`config.mk`:
```
export PLATFORM = sky130hd
export DESIGN_NAME = mpc_motor_port
export DESIGN_NICKNAME = d
export VERILOG_FILES = /design/src/common/mpc_pkg.sv /design/src/hw/mpc_motor_port.sv
export SDC_FILE = /design/constraint.sdc
export NUM_CORES = 1
export LEC_CHECK = 0
export BUFFER_PORTS_ARGS = -buffer_cell sky130_fd_sc_hd__buf_4
export CAP_MARGIN = 10
export CORE_ASPECT_RATIO = 1.4
export CORE_MARGIN = 2
export CORE_UTILIZATION = 40
export CTS_BUF_LIST = sky130_fd_sc_hd__clkbuf_4 sky130_fd_sc_hd__clkbuf_8
export DETAILED_ROUTE_END_ITERATION = 10
export HOLD_SLACK_MARGIN = 0.08
export PLACE_DENSITY = 0.62
export SYNTH_ARGS = -nofsm -noshare
export SYNTH_HDL_FRONTEND = slang
export SYNTH_SLANG_ARGS = --single-unit
```
`constraint.sdc`:
```
create_clock -name clk -period 2.5 [get_ports clk]
set_input_delay 0.125 -clock clk [delete_from_list [all_inputs] [get_ports clk]]
set_output_delay 0.125 -clock clk [all_outputs]
set_load 0.05 [all_outputs]
```
`src/common/mpc_pkg.sv`:
```
// Purpose: constants and carriers for the motor port pin control block
// Assumes: apb slave with 32-bit data, one word per register
// Notes: offsets chosen for this block; unmapped reads return zero

package mpc_pkg;

   // ---------------------------------------------------------------
   // register byte offsets
   // ---------------------------------------------------------------
   localparam logic [11:0] MPC_OFF_U_LATCH = 12'h000;
   localparam logic [11:0] MPC_OFF_U_PINS = 12'h004;
   localparam logic [11:0] MPC_OFF_U_DIR = 12'h008;
   localparam logic [11:0] MPC_OFF_U_SLEW = 12'h00c;
   localparam logic [11:0] MPC_OFF_U_PULLEN = 12'h010;
   localparam logic [11:0] MPC_OFF_U_PULLPOL = 12'h014;
   localparam logic [11:0] MPC_OFF_V_LATCH = 12'h020;
   localparam logic [11:0] MPC_OFF_V_PINS = 12'h024;
   localparam logic [11:0] MPC_OFF_V_DIR = 12'h028;
   localparam logic [11:0] MPC_OFF_V_SLEW = 12'h02c;
   localparam logic [11:0] MPC_OFF_V_PULLEN = 12'h030;
   localparam logic [11:0] MPC_OFF_V_PULLPOL = 12'h034;

   // ---------------------------------------------------------------
   // reset values
   // ---------------------------------------------------------------
   localparam logic [7:0] MPC_RST_LATCH = 8'h00;
   localparam logic [7:0] MPC_RST_DIR = 8'h00;
   localparam logic [7:0] MPC_RST_SLEW = 8'h00;
   localparam logic [7:0] MPC_RST_PULLEN = 8'h00;
   localparam logic [7:0] MPC_RST_PULLPOL = 8'h00;

   // number of synchroniser stages on pin inputs
   localparam int MPC_SYNC_STAGES = 2;

   // per-port software configuration
   typedef struct packed {
      logic [7:0] latch;
      logic [7:0] dir;
      logic [7:0] slew;
      logic [7:0] pullen;
      logic [7:0] pullpol;
   } mpc_port_cfg_t;

   // per-port pad controls
   typedef struct packed {
      logic [7:0] out;
      logic [7:0] oe;
      logic [7:0] pull_en;
      logic [7:0] pull_dn;
      logic [7:0] slew_en;
      logic [7:0] ibuf_en;
   } mpc_pad_t;

endpackage

```
`src/hw/mpc_motor_port.sv`:
```
// Purpose: pin ownership, pad control and apb registers for motor ports u and v
// Assumes: stall detector and pwm outputs come from logic on clk
// Notes: pins are synchronised before any readback; apb answers after one wait state

`timescale 1ns/1ps
`default_nettype none

module mpc_motor_port
   import mpc_pkg::*;
(
   input wire logic clk,
   input wire logic rst,
   // apb slave
   input wire logic psel,
   input wire logic penable,
   input wire logic pwrite,
   input wire logic [11:0] paddr,
   input wire logic [31:0] pwdata,
   output logic [31:0] prdata,
   output logic pready,
   output logic pslverr,
   // stall detector instances 0..3: enable, drive value, drive enable
   input wire logic [3:0] stall_detector_en,
   input wire logic [15:0] stall_detector_out,
   input wire logic [15:0] stall_detector_oe,
   // motor pwm channels 0..7, two pins each
   input wire logic [7:0] motor_pwm_controller_en,
   input wire logic [15:0] motor_pwm_controller_out,
   // pads, u in bits 7:0, v in bits 15:8
   input wire logic [15:0] pad_in,
   output logic [15:0] pad_out,
   output logic [15:0] pad_oe,
   output logic [15:0] pad_pull_en,
   output logic [15:0] pad_pull_dn,
   output logic [15:0] pad_slew_en,
   output logic [15:0] pad_ibuf_en
);

   // ---------------------------------------------------------------
   // configuration storage
   // ---------------------------------------------------------------
   // one byte per register; the carriers below only regroup these flops
   logic [7:0] u_latch_q;
   logic [7:0] u_dir_q;
   logic [7:0] u_slew_q;
   logic [7:0] u_pullen_q;
   logic [7:0] u_pullpol_q;
   logic [7:0] v_latch_q;
   logic [7:0] v_dir_q;
   logic [7:0] v_slew_q;
   logic [7:0] v_pullen_q;
   logic [7:0] v_pullpol_q;
   mpc_port_cfg_t cfg_u;
   mpc_port_cfg_t cfg_v;

   assign cfg_u = '{u_latch_q, u_dir_q, u_slew_q, u_pullen_q, u_pullpol_q};
   assign cfg_v = '{v_latch_q, v_dir_q, v_slew_q, v_pullen_q, v_pullpol_q};

   // ---------------------------------------------------------------
   // apb request decode
   // ---------------------------------------------------------------
   // a write lands only at the edge that completes the access, so a
   // master holding its request through the wait state writes once
   logic pready_q;
   logic wr_en;
   logic rd_en;
   logic wr_u_latch;
   logic wr_u_dir;
   logic wr_u_slew;
   logic wr_u_pullen;
   logic wr_u_pullpol;
   logic wr_v_latch;
   logic wr_v_dir;
   logic wr_v_slew;
   logic wr_v_pullen;
   logic wr_v_pullpol;

   assign wr_en = psel && penable && pwrite && pready_q;
   assign rd_en = psel && penable && !pwrite;
   // readback offsets have no strobe, so writes there vanish
   assign wr_u_latch = wr_en && (paddr == MPC_OFF_U_LATCH);
   assign wr_u_dir = wr_en && (paddr == MPC_OFF_U_DIR);
   assign wr_u_slew = wr_en && (paddr == MPC_OFF_U_SLEW);
   assign wr_u_pullen = wr_en && (paddr == MPC_OFF_U_PULLEN);
   assign wr_u_pullpol = wr_en && (paddr == MPC_OFF_U_PULLPOL);
   assign wr_v_latch = wr_en && (paddr == MPC_OFF_V_LATCH);
   assign wr_v_dir = wr_en && (paddr == MPC_OFF_V_DIR);
   assign wr_v_slew = wr_en && (paddr == MPC_OFF_V_SLEW);
   assign wr_v_pullen = wr_en && (paddr == MPC_OFF_V_PULLEN);
   assign wr_v_pullpol = wr_en && (paddr == MPC_OFF_V_PULLPOL);

   // ---------------------------------------------------------------
   // port u registers
   // ---------------------------------------------------------------
   // every register accepts a write at any time
   always_ff @(posedge clk) begin
      if (rst) begin
         u_latch_q <= MPC_RST_LATCH;
      end else if (wr_u_latch) begin
         u_latch_q <= pwdata[7:0];
      end
   end

   // all pins start as inputs
   always_ff @(posedge clk) begin
      if (rst) begin
         u_dir_q <= MPC_RST_DIR;
      end else if (wr_u_dir) begin
         u_dir_q <= pwdata[7:0];
      end
   end

   always_ff @(posedge clk) begin
      if (rst) begin
         u_slew_q <= MPC_RST_SLEW;
      end else if (wr_u_slew) begin
         u_slew_q <= pwdata[7:0];
      end
   end

   // pull settings are kept even while they have no effect
   always_ff @(posedge clk) begin
      if (rst) begin
         u_pullen_q <= MPC_RST_PULLEN;
      end else if (wr_u_pullen) begin
         u_pullen_q <= pwdata[7:0];
      end
   end

   always_ff @(posedge clk) begin
      if (rst) begin
         u_pullpol_q <= MPC_RST_PULLPOL;
      end else if (wr_u_pullpol) begin
         u_pullpol_q <= pwdata[7:0];
      end
   end

   // ---------------------------------------------------------------
   // port v registers
   // ---------------------------------------------------------------
   // same layout as port u, reset to inputs without pull
   always_ff @(posedge clk) begin
      if (rst) begin
         v_latch_q <= MPC_RST_LATCH;
      end else if (wr_v_latch) begin
         v_latch_q <= pwdata[7:0];
      end
   end

   always_ff @(posedge clk) begin
      if (rst) begin
         v_dir_q <= MPC_RST_DIR;
      end else if (wr_v_dir) begin
         v_dir_q <= pwdata[7:0];
      end
   end

   always_ff @(posedge clk) begin
      if (rst) begin
         v_slew_q <= MPC_RST_SLEW;
      end else if (wr_v_slew) begin
         v_slew_q <= pwdata[7:0];
      end
   end

   always_ff @(posedge clk) begin
      if (rst) begin
         v_pullen_q <= MPC_RST_PULLEN;
      end else if (wr_v_pullen) begin
         v_pullen_q <= pwdata[7:0];
      end
   end

   always_ff @(posedge clk) begin
      if (rst) begin
         v_pullpol_q <= MPC_RST_PULLPOL;
      end else if (wr_v_pullpol) begin
         v_pullpol_q <= pwdata[7:0];
      end
   end

   // ---------------------------------------------------------------
   // pin synchroniser
   // ---------------------------------------------------------------
   logic [15:0] pin_meta_q;
   logic [15:0] pin_sync_q;

   // readback therefore lags the pad by two clocks
   always_ff @(posedge clk) begin
      if (rst) begin
         pin_meta_q <= 16'h0000;
         pin_sync_q <= 16'h0000;
      end else begin
         pin_meta_q <= pad_in;
         pin_sync_q <= pin_meta_q;
      end
   end

   // ---------------------------------------------------------------
   // ownership mux, one entry per pin
   // ---------------------------------------------------------------
   logic [15:0] dir_all;
   logic [15:0] latch_all;
   logic [15:0] slew_all;
   logic [15:0] pullen_all;
   logic [15:0] pullpol_all;
   logic [15:0] own_out_d;
   logic [15:0] own_oe_d;
   logic [15:0] pull_en_d;
   logic [15:0] pull_dn_d;

   assign dir_all = {cfg_v.dir, cfg_u.dir};
   assign latch_all = {cfg_v.latch, cfg_u.latch};
   assign slew_all = {cfg_v.slew, cfg_u.slew};
   assign pullen_all = {cfg_v.pullen, cfg_u.pullen};
   assign pullpol_all = {cfg_v.pullpol, cfg_u.pullpol};

   genvar gi;
   generate
      for (gi = 0; gi < 16; gi++) begin : g_pin
         // pin group of four: u[3:0]=0, u[7:4]=1, v[3:0]=2, v[7:4]=3
         localparam int GRP = gi / 4;
         localparam int PWM = gi / 2;
         logic sd_own;
         logic pwm_own;
         assign sd_own = stall_detector_en[GRP];
         assign pwm_own = motor_pwm_controller_en[PWM];
         always_comb begin
            // fixed priority: detector, pwm, gpio
            if (sd_own) begin
               own_out_d[gi] = stall_detector_out[gi];
               own_oe_d[gi] = stall_detector_oe[gi];
            end else if (pwm_own) begin
               // pwm forces output, direction ignored
               own_out_d[gi] = motor_pwm_controller_out[gi];
               own_oe_d[gi] = 1'b1;
            end else begin
               // direction bit back in charge
               own_out_d[gi] = latch_all[gi];
               own_oe_d[gi] = dir_all[gi];
            end
            // pull only on a gpio input; polarity only then
            pull_en_d[gi] = !sd_own && !pwm_own && !dir_all[gi] && pullen_all[gi];
            pull_dn_d[gi] = pull_en_d[gi] && pullpol_all[gi];
         end
      end
   endgenerate

   // ---------------------------------------------------------------
   // pad registers
   // ---------------------------------------------------------------
   // drive value and enable follow the owner one clock later
   always_ff @(posedge clk) begin
      if (rst) begin
         pad_out <= 16'h0000;
         pad_oe <= 16'h0000;
      end else begin
         pad_out <= own_out_d;
         pad_oe <= own_oe_d;
      end
   end

   // pulls stay off while anyone drives the pin
   always_ff @(posedge clk) begin
      if (rst) begin
         pad_pull_en <= 16'h0000;
         pad_pull_dn <= 16'h0000;
      end else begin
         pad_pull_en <= pull_en_d;
         pad_pull_dn <= pull_dn_d;
      end
   end

   // slew control and input buffer are never on together
   always_ff @(posedge clk) begin
      if (rst) begin
         pad_slew_en <= 16'h0000;
         pad_ibuf_en <= 16'hffff;
      end else begin
         pad_slew_en <= slew_all;
         pad_ibuf_en <= ~slew_all;
      end
   end

   // ---------------------------------------------------------------
   // readback values
   // ---------------------------------------------------------------
   logic [15:0] pins_rd;
   logic [15:0] latch_rd;

   // buffer off reads one
   assign pins_rd = slew_all | pin_sync_q;
   // output: latch; input: one with slew else pin
   assign latch_rd = (dir_all & latch_all) | (~dir_all & pins_rd);

   logic [7:0] rd_d;

   always_comb begin
      case (paddr)
         MPC_OFF_U_LATCH: rd_d = latch_rd[7:0];
         MPC_OFF_U_PINS: rd_d = pins_rd[7:0];
         MPC_OFF_U_DIR: rd_d = cfg_u.dir;
         MPC_OFF_U_SLEW: rd_d = cfg_u.slew;
         MPC_OFF_U_PULLEN: rd_d = cfg_u.pullen;
         MPC_OFF_U_PULLPOL: rd_d = cfg_u.pullpol;
         MPC_OFF_V_LATCH: rd_d = latch_rd[15:8];
         MPC_OFF_V_PINS: rd_d = pins_rd[15:8];
         MPC_OFF_V_DIR: rd_d = cfg_v.dir;
         MPC_OFF_V_SLEW: rd_d = cfg_v.slew;
         MPC_OFF_V_PULLEN: rd_d = cfg_v.pullen;
         MPC_OFF_V_PULLPOL: rd_d = cfg_v.pullpol;
         default: rd_d = 8'h00;
      endcase
   end

   // ---------------------------------------------------------------
   // apb answer
   // ---------------------------------------------------------------
   // pready registered so outputs come from flops: one wait state per access
   always_ff @(posedge clk) begin
      if (rst) begin
         pready_q <= 1'b0;
      end else begin
         pready_q <= psel && penable && !pready_q;
      end
   end

   // read data is captured in the first access cycle and held until the next read
   always_ff @(posedge clk) begin
      if (rst) begin
         prdata <= 32'h0000_0000;
      end else if (rd_en && !pready_q) begin
         prdata <= {24'h00_0000, rd_d};
      end
   end

   // no error response exists: unmapped offsets simply read zero
   always_ff @(posedge clk) begin
      if (rst) begin
         pslverr <= 1'b0;
      end else begin
         pslverr <= 1'b0;
      end
   end

   // pready pulses for one cycle per access
   assign pready = pready_q;

endmodule

`default_nettype wire

```
==> metrics.md <==
| Metric | Value |
|---|---|
| Post-Syn Area | `0.008569 sq mm` |
| Antenna cells | `0` |
| Ys Warns | `0` |
| Final TNS setup | `0 ps` |
| CTS tree | `yes` |
| Critical path launch point type | `input port` |
| CTS root buf | `clkbuf_8` |
| Post-synth top area share | `50.69%` |
| Synth area leader | `dfxtp_1` |
| Worst slew margin | `55.82%` |
| DIE HEIGHT | `177.2 um` |
| Critical path cell sequence | `dlygate4sd3_1, buf_4, nor4bb_1, dlygate4sd3_1, buf_4, and4_1, nand2_1, a2bb2oi_1, o21ai_0` |
| Vias per inst | `5.068` |
| CP peak stage delay | `590 ps` |
| Comb pwr share | `11.0%` |
| Post-CTS setup repair buffer count | `0` |
| Longest Clk Path Bufs | `3` |
| Sequential share of the synthesized area | `50.69%` |
| Period utilization | `90.16%` |
| Final setup viols | `0` |
| Max-cap violations | `0` |
| Max Freq | `443.6 MHz` |
| Worst Tran Pin Value | `661.0 ps` |
| Setup Crit Path Kind | `input port to flip-flop` |
| Met3 wire length | `1.686 mm` |
| Post-synthesis simple-gate area fraction | `21.58%` |
| Yosys cell types | `62` |
| Design area | `0.01211 sq mm` |
| R2R Setup Slk | `330 ps` |
| Hold Startpoint | `stall_detector_en[1]` |
| Total number of vias | `7556` |
| Total wire length | `26.58 mm` |
| Num ports | `255` |
| Syn Area/Cell | `9.629 sq um` |
| IO buf count | `205` |
| H-tree depth | `2` |
| Layout area overhead | `41.31%` |
| Post-synthesis mux area share | `12.78%` |
| Post-synth top flop | `dfxtp_1` |
| Total GRT Usage | `23.18%` |
| Drt initial violations | `453` |
| Asr flop ratio synth | `0%` |
| # fillers | `1885` |
| Wire length on met2 | `13.62 mm` |
| Main combinational cell family by area after synthesis | `simple AND/OR/NAND/NOR gates` |
| Routed WL per cell | `17.82 um` |
| Fin. Hold Viols | `0` |
| CORE AREA | `0.02113 sq mm` |
| Row cnt | `63` |
| Required time worst endpoint | `2930 ps` |
| DRT met1 WL | `10.18 mm` |
| Min-Delay Path Class | `input port to flip-flop` |
| Gpl congestion | `0.9066` |
| P_int | `0.005769 W` |
| RSZ-0062 raised after global routing | `false` |
| Layout cells sized above 1 | `25.75%` |
| Post-CTS Resized | `0` |
| Residual DRC | `0` |
| Leakage power | `5.289 nW` |
| GRT overflow | `0` |
| Antenna-violating nets left | `0` |
| Placed Area | `0.01032 sq mm` |
| Net count, final | `1336` |
| Crit-path max FO | `26` |
| CTS sink cnt | `217` |
| Final Skew | `33.09 ps` |
| Post-synthesis adder-cell area fraction | `0%` |
| Vias in the first global route | `7437` |
| TritonCTS Buffers | `35` |
| Reg power frac | `46.4%` |
| RR Startpoint | `pready$_SDFF_PP0_` |
| Slowest cell on the critical path | `dlygate4sd3_1` |
| Max layer used | `met4` |
| DRT Pass-1 Iters | `5` |
| Starting Density | `40.57%` |
| P_sw | `0.001852 W` |
| First-pass GRT wire length | `40.75 mm` |
| Switching part of the total | `24.30%` |
| #FFs+latches synth | `217` |
| Hold-fix buffer count after cts | `105` |
| Top post-synthesis cells by area | `dfxtp_1, mux2i_1, nor2_1` |
| Power density over the cells | `629.4 mW/mm^2` |
| Die Width | `127.7 um` |
| Worst Setup SP | `rst` |
| Crit path DAT | `2680 ps` |
| DP Wirelength | `18.25 mm` |
| Synth Area in Compound Gates | `8.950%` |
| Fin crit period | `2254 ps` |
| Run status | `finished clean` |
| Die ar. | `0.02263 sq mm` |
| Post-synthesis xor/xnor area fraction | `0%` |
| Pin count of the biggest net entering global routing | `43` |
| Initial antenna violation count | `0` |
| Element type at the critical path end | `flip-flop` |
| Peak supply drop | `437.5 uV` |
| CTS clk-pin slew, worst paths | `60 ps` |
| Clock power frac | `42.6%` |
| Clk_lat worst skew | `530 ps` |
| EDFF count, synth | `0` |
| Max Slew Vio Count | `0` |
| Syn Inst Count | `890` |
## cell usage after synthesis, types with 5 or more instances
master,number
nor3_4,6
o21ai_0,17
nor3b_1,17
nand3_1,8
a2bb2oi_1,5
nor2b_1,44
dfxtp_1,217
nor3_1,6
mux2i_1,97
and2_1,18
clkbuf_1,43
or3_1,11
nand2b_1,18
nand2_1,18
a21oi_1,47
mux2_2,5
inv_1,22
buf_4,27
nor2_1,180
## metrics by stage
| step | util, % | power [W] | worst slack [ps] | cells | hold WS (ps) |
|---|---|---|---|---|---|
| 2_1_floorplan | - | 0.004060 | 355.8 | 914 | 235.7 |
| 3_3_place_gp | 48.85 | 0.004288 | 412.7 | 1329 | 341.7 |
| 3_5_place_dp | 48.85 | 0.004291 | 405.6 | 1329 | 339.1 |
| 4_1_cts | 57.32 | 0.007690 | 263.5 | 1491 | 90.44 |
| 5_1_grt | 57.32 | 0.007925 | 214.6 | 1491 | 112.3 |
| 6_report | 57.32 | 0.007621 | 245.9 | 1491 | 107.9 |
## placed cells by master (no fill, tap or decap), types with 3 or more instances in the layout
cell type	count
a2111oi_0	3
a21oi_1	47
a22oi_1	3
a2bb2oi_1	5
a311oi_1	3
a31oi_1	4
a32o_1	3
a32oi_1	4
and2_1	18
buf_4	232
clkbuf_4	10
clkbuf_8	43
conb_1	25
dfxtp_1	217
dlygate4sd3_1	105
inv_1	22
mux2_2	5
mux2i_1	97
mux4_2	3
nand2_1	18
nand2b_1	18
nand3_1	8
nand4_1	3
nor2_1	180
nor2b_1	44
nor3_1	6
nor3_4	6
nor3b_1	17
nor4_1	4
o211ai_1	4
o21ai_0	17
o2bb2ai_1	3
o311ai_0	3
or3_1	11
## cell type report
type	instances	area, sq um	share of cell area [%]
Clock buffer	53	666.9	5.507
Clock inverter	4	72.57	0.5993
Inverter	22	82.58	0.6820
Multi-Input combinational cell	597	3805	31.42
Sequential cell	217	4344	35.88
Tap cell	260	325.3	2.687
Timing Repair Buffer	338	2813	23.23
## state kept, by name (all words and copies together) (netlist names), 16 cells and up
register / count
pad_ibuf_en: 16
pad_oe: 16
pad_out: 16
pad_pull_dn: 16
pad_pull_en: 16
pad_slew_en: 16
pin_meta_q: 16
pin_sync_q: 16
## per-layer routing
metal  global-route usage, %  vias to the layer above
met5                       0                        -
met4                   10.58                        0
met3                   4.141                       59
met2                   42.11                      327
met1                   26.17                     3532
li1                        -                     3638
## cells by family after synthesis
| logic type | count (synthesis) |
|---|---|
| flip-flops | 217 |
| AO/OA/AOI/OAI | 117 |
| other | 1 |
| multiplexers | 105 |
| buffers and inverters | 100 |
| AND/OR/NAND/NOR | 350 |
## power by group through the flow
stage	Clock [W]	Sequential [W]	Combinational (W)
after global routing	0.00350	0.00354	0.000894
after global placement	0	0.00361	0.000680
after floorplan	0	0.00371	0.000345
final	0.00325	0.00353	0.000841
after CTS	0.00333	0.00353	0.000829
after detailed placement	0	0.00361	0.000683
## critical path: cells and delay by family
family	cells	cell delay, ps
and+or+nand+nor	3	790
buffers and inverters	4	1490
AOI/OAI and AO/OA	2	250
## final timing paths
check	to	depth (start not counted)
setup / recovery	prdata[3]$_SDFFE_PP0P_	9
hold / removal	pad_pull_en[7]$_SDFF_PP0_	3
setup reg to reg	prdata[3]$_SDFFE_PP0P_	7
hold reg to reg	pin_sync_q[8]$_SDFF_PP0_	1
Power figures use the tool's default switching activity.
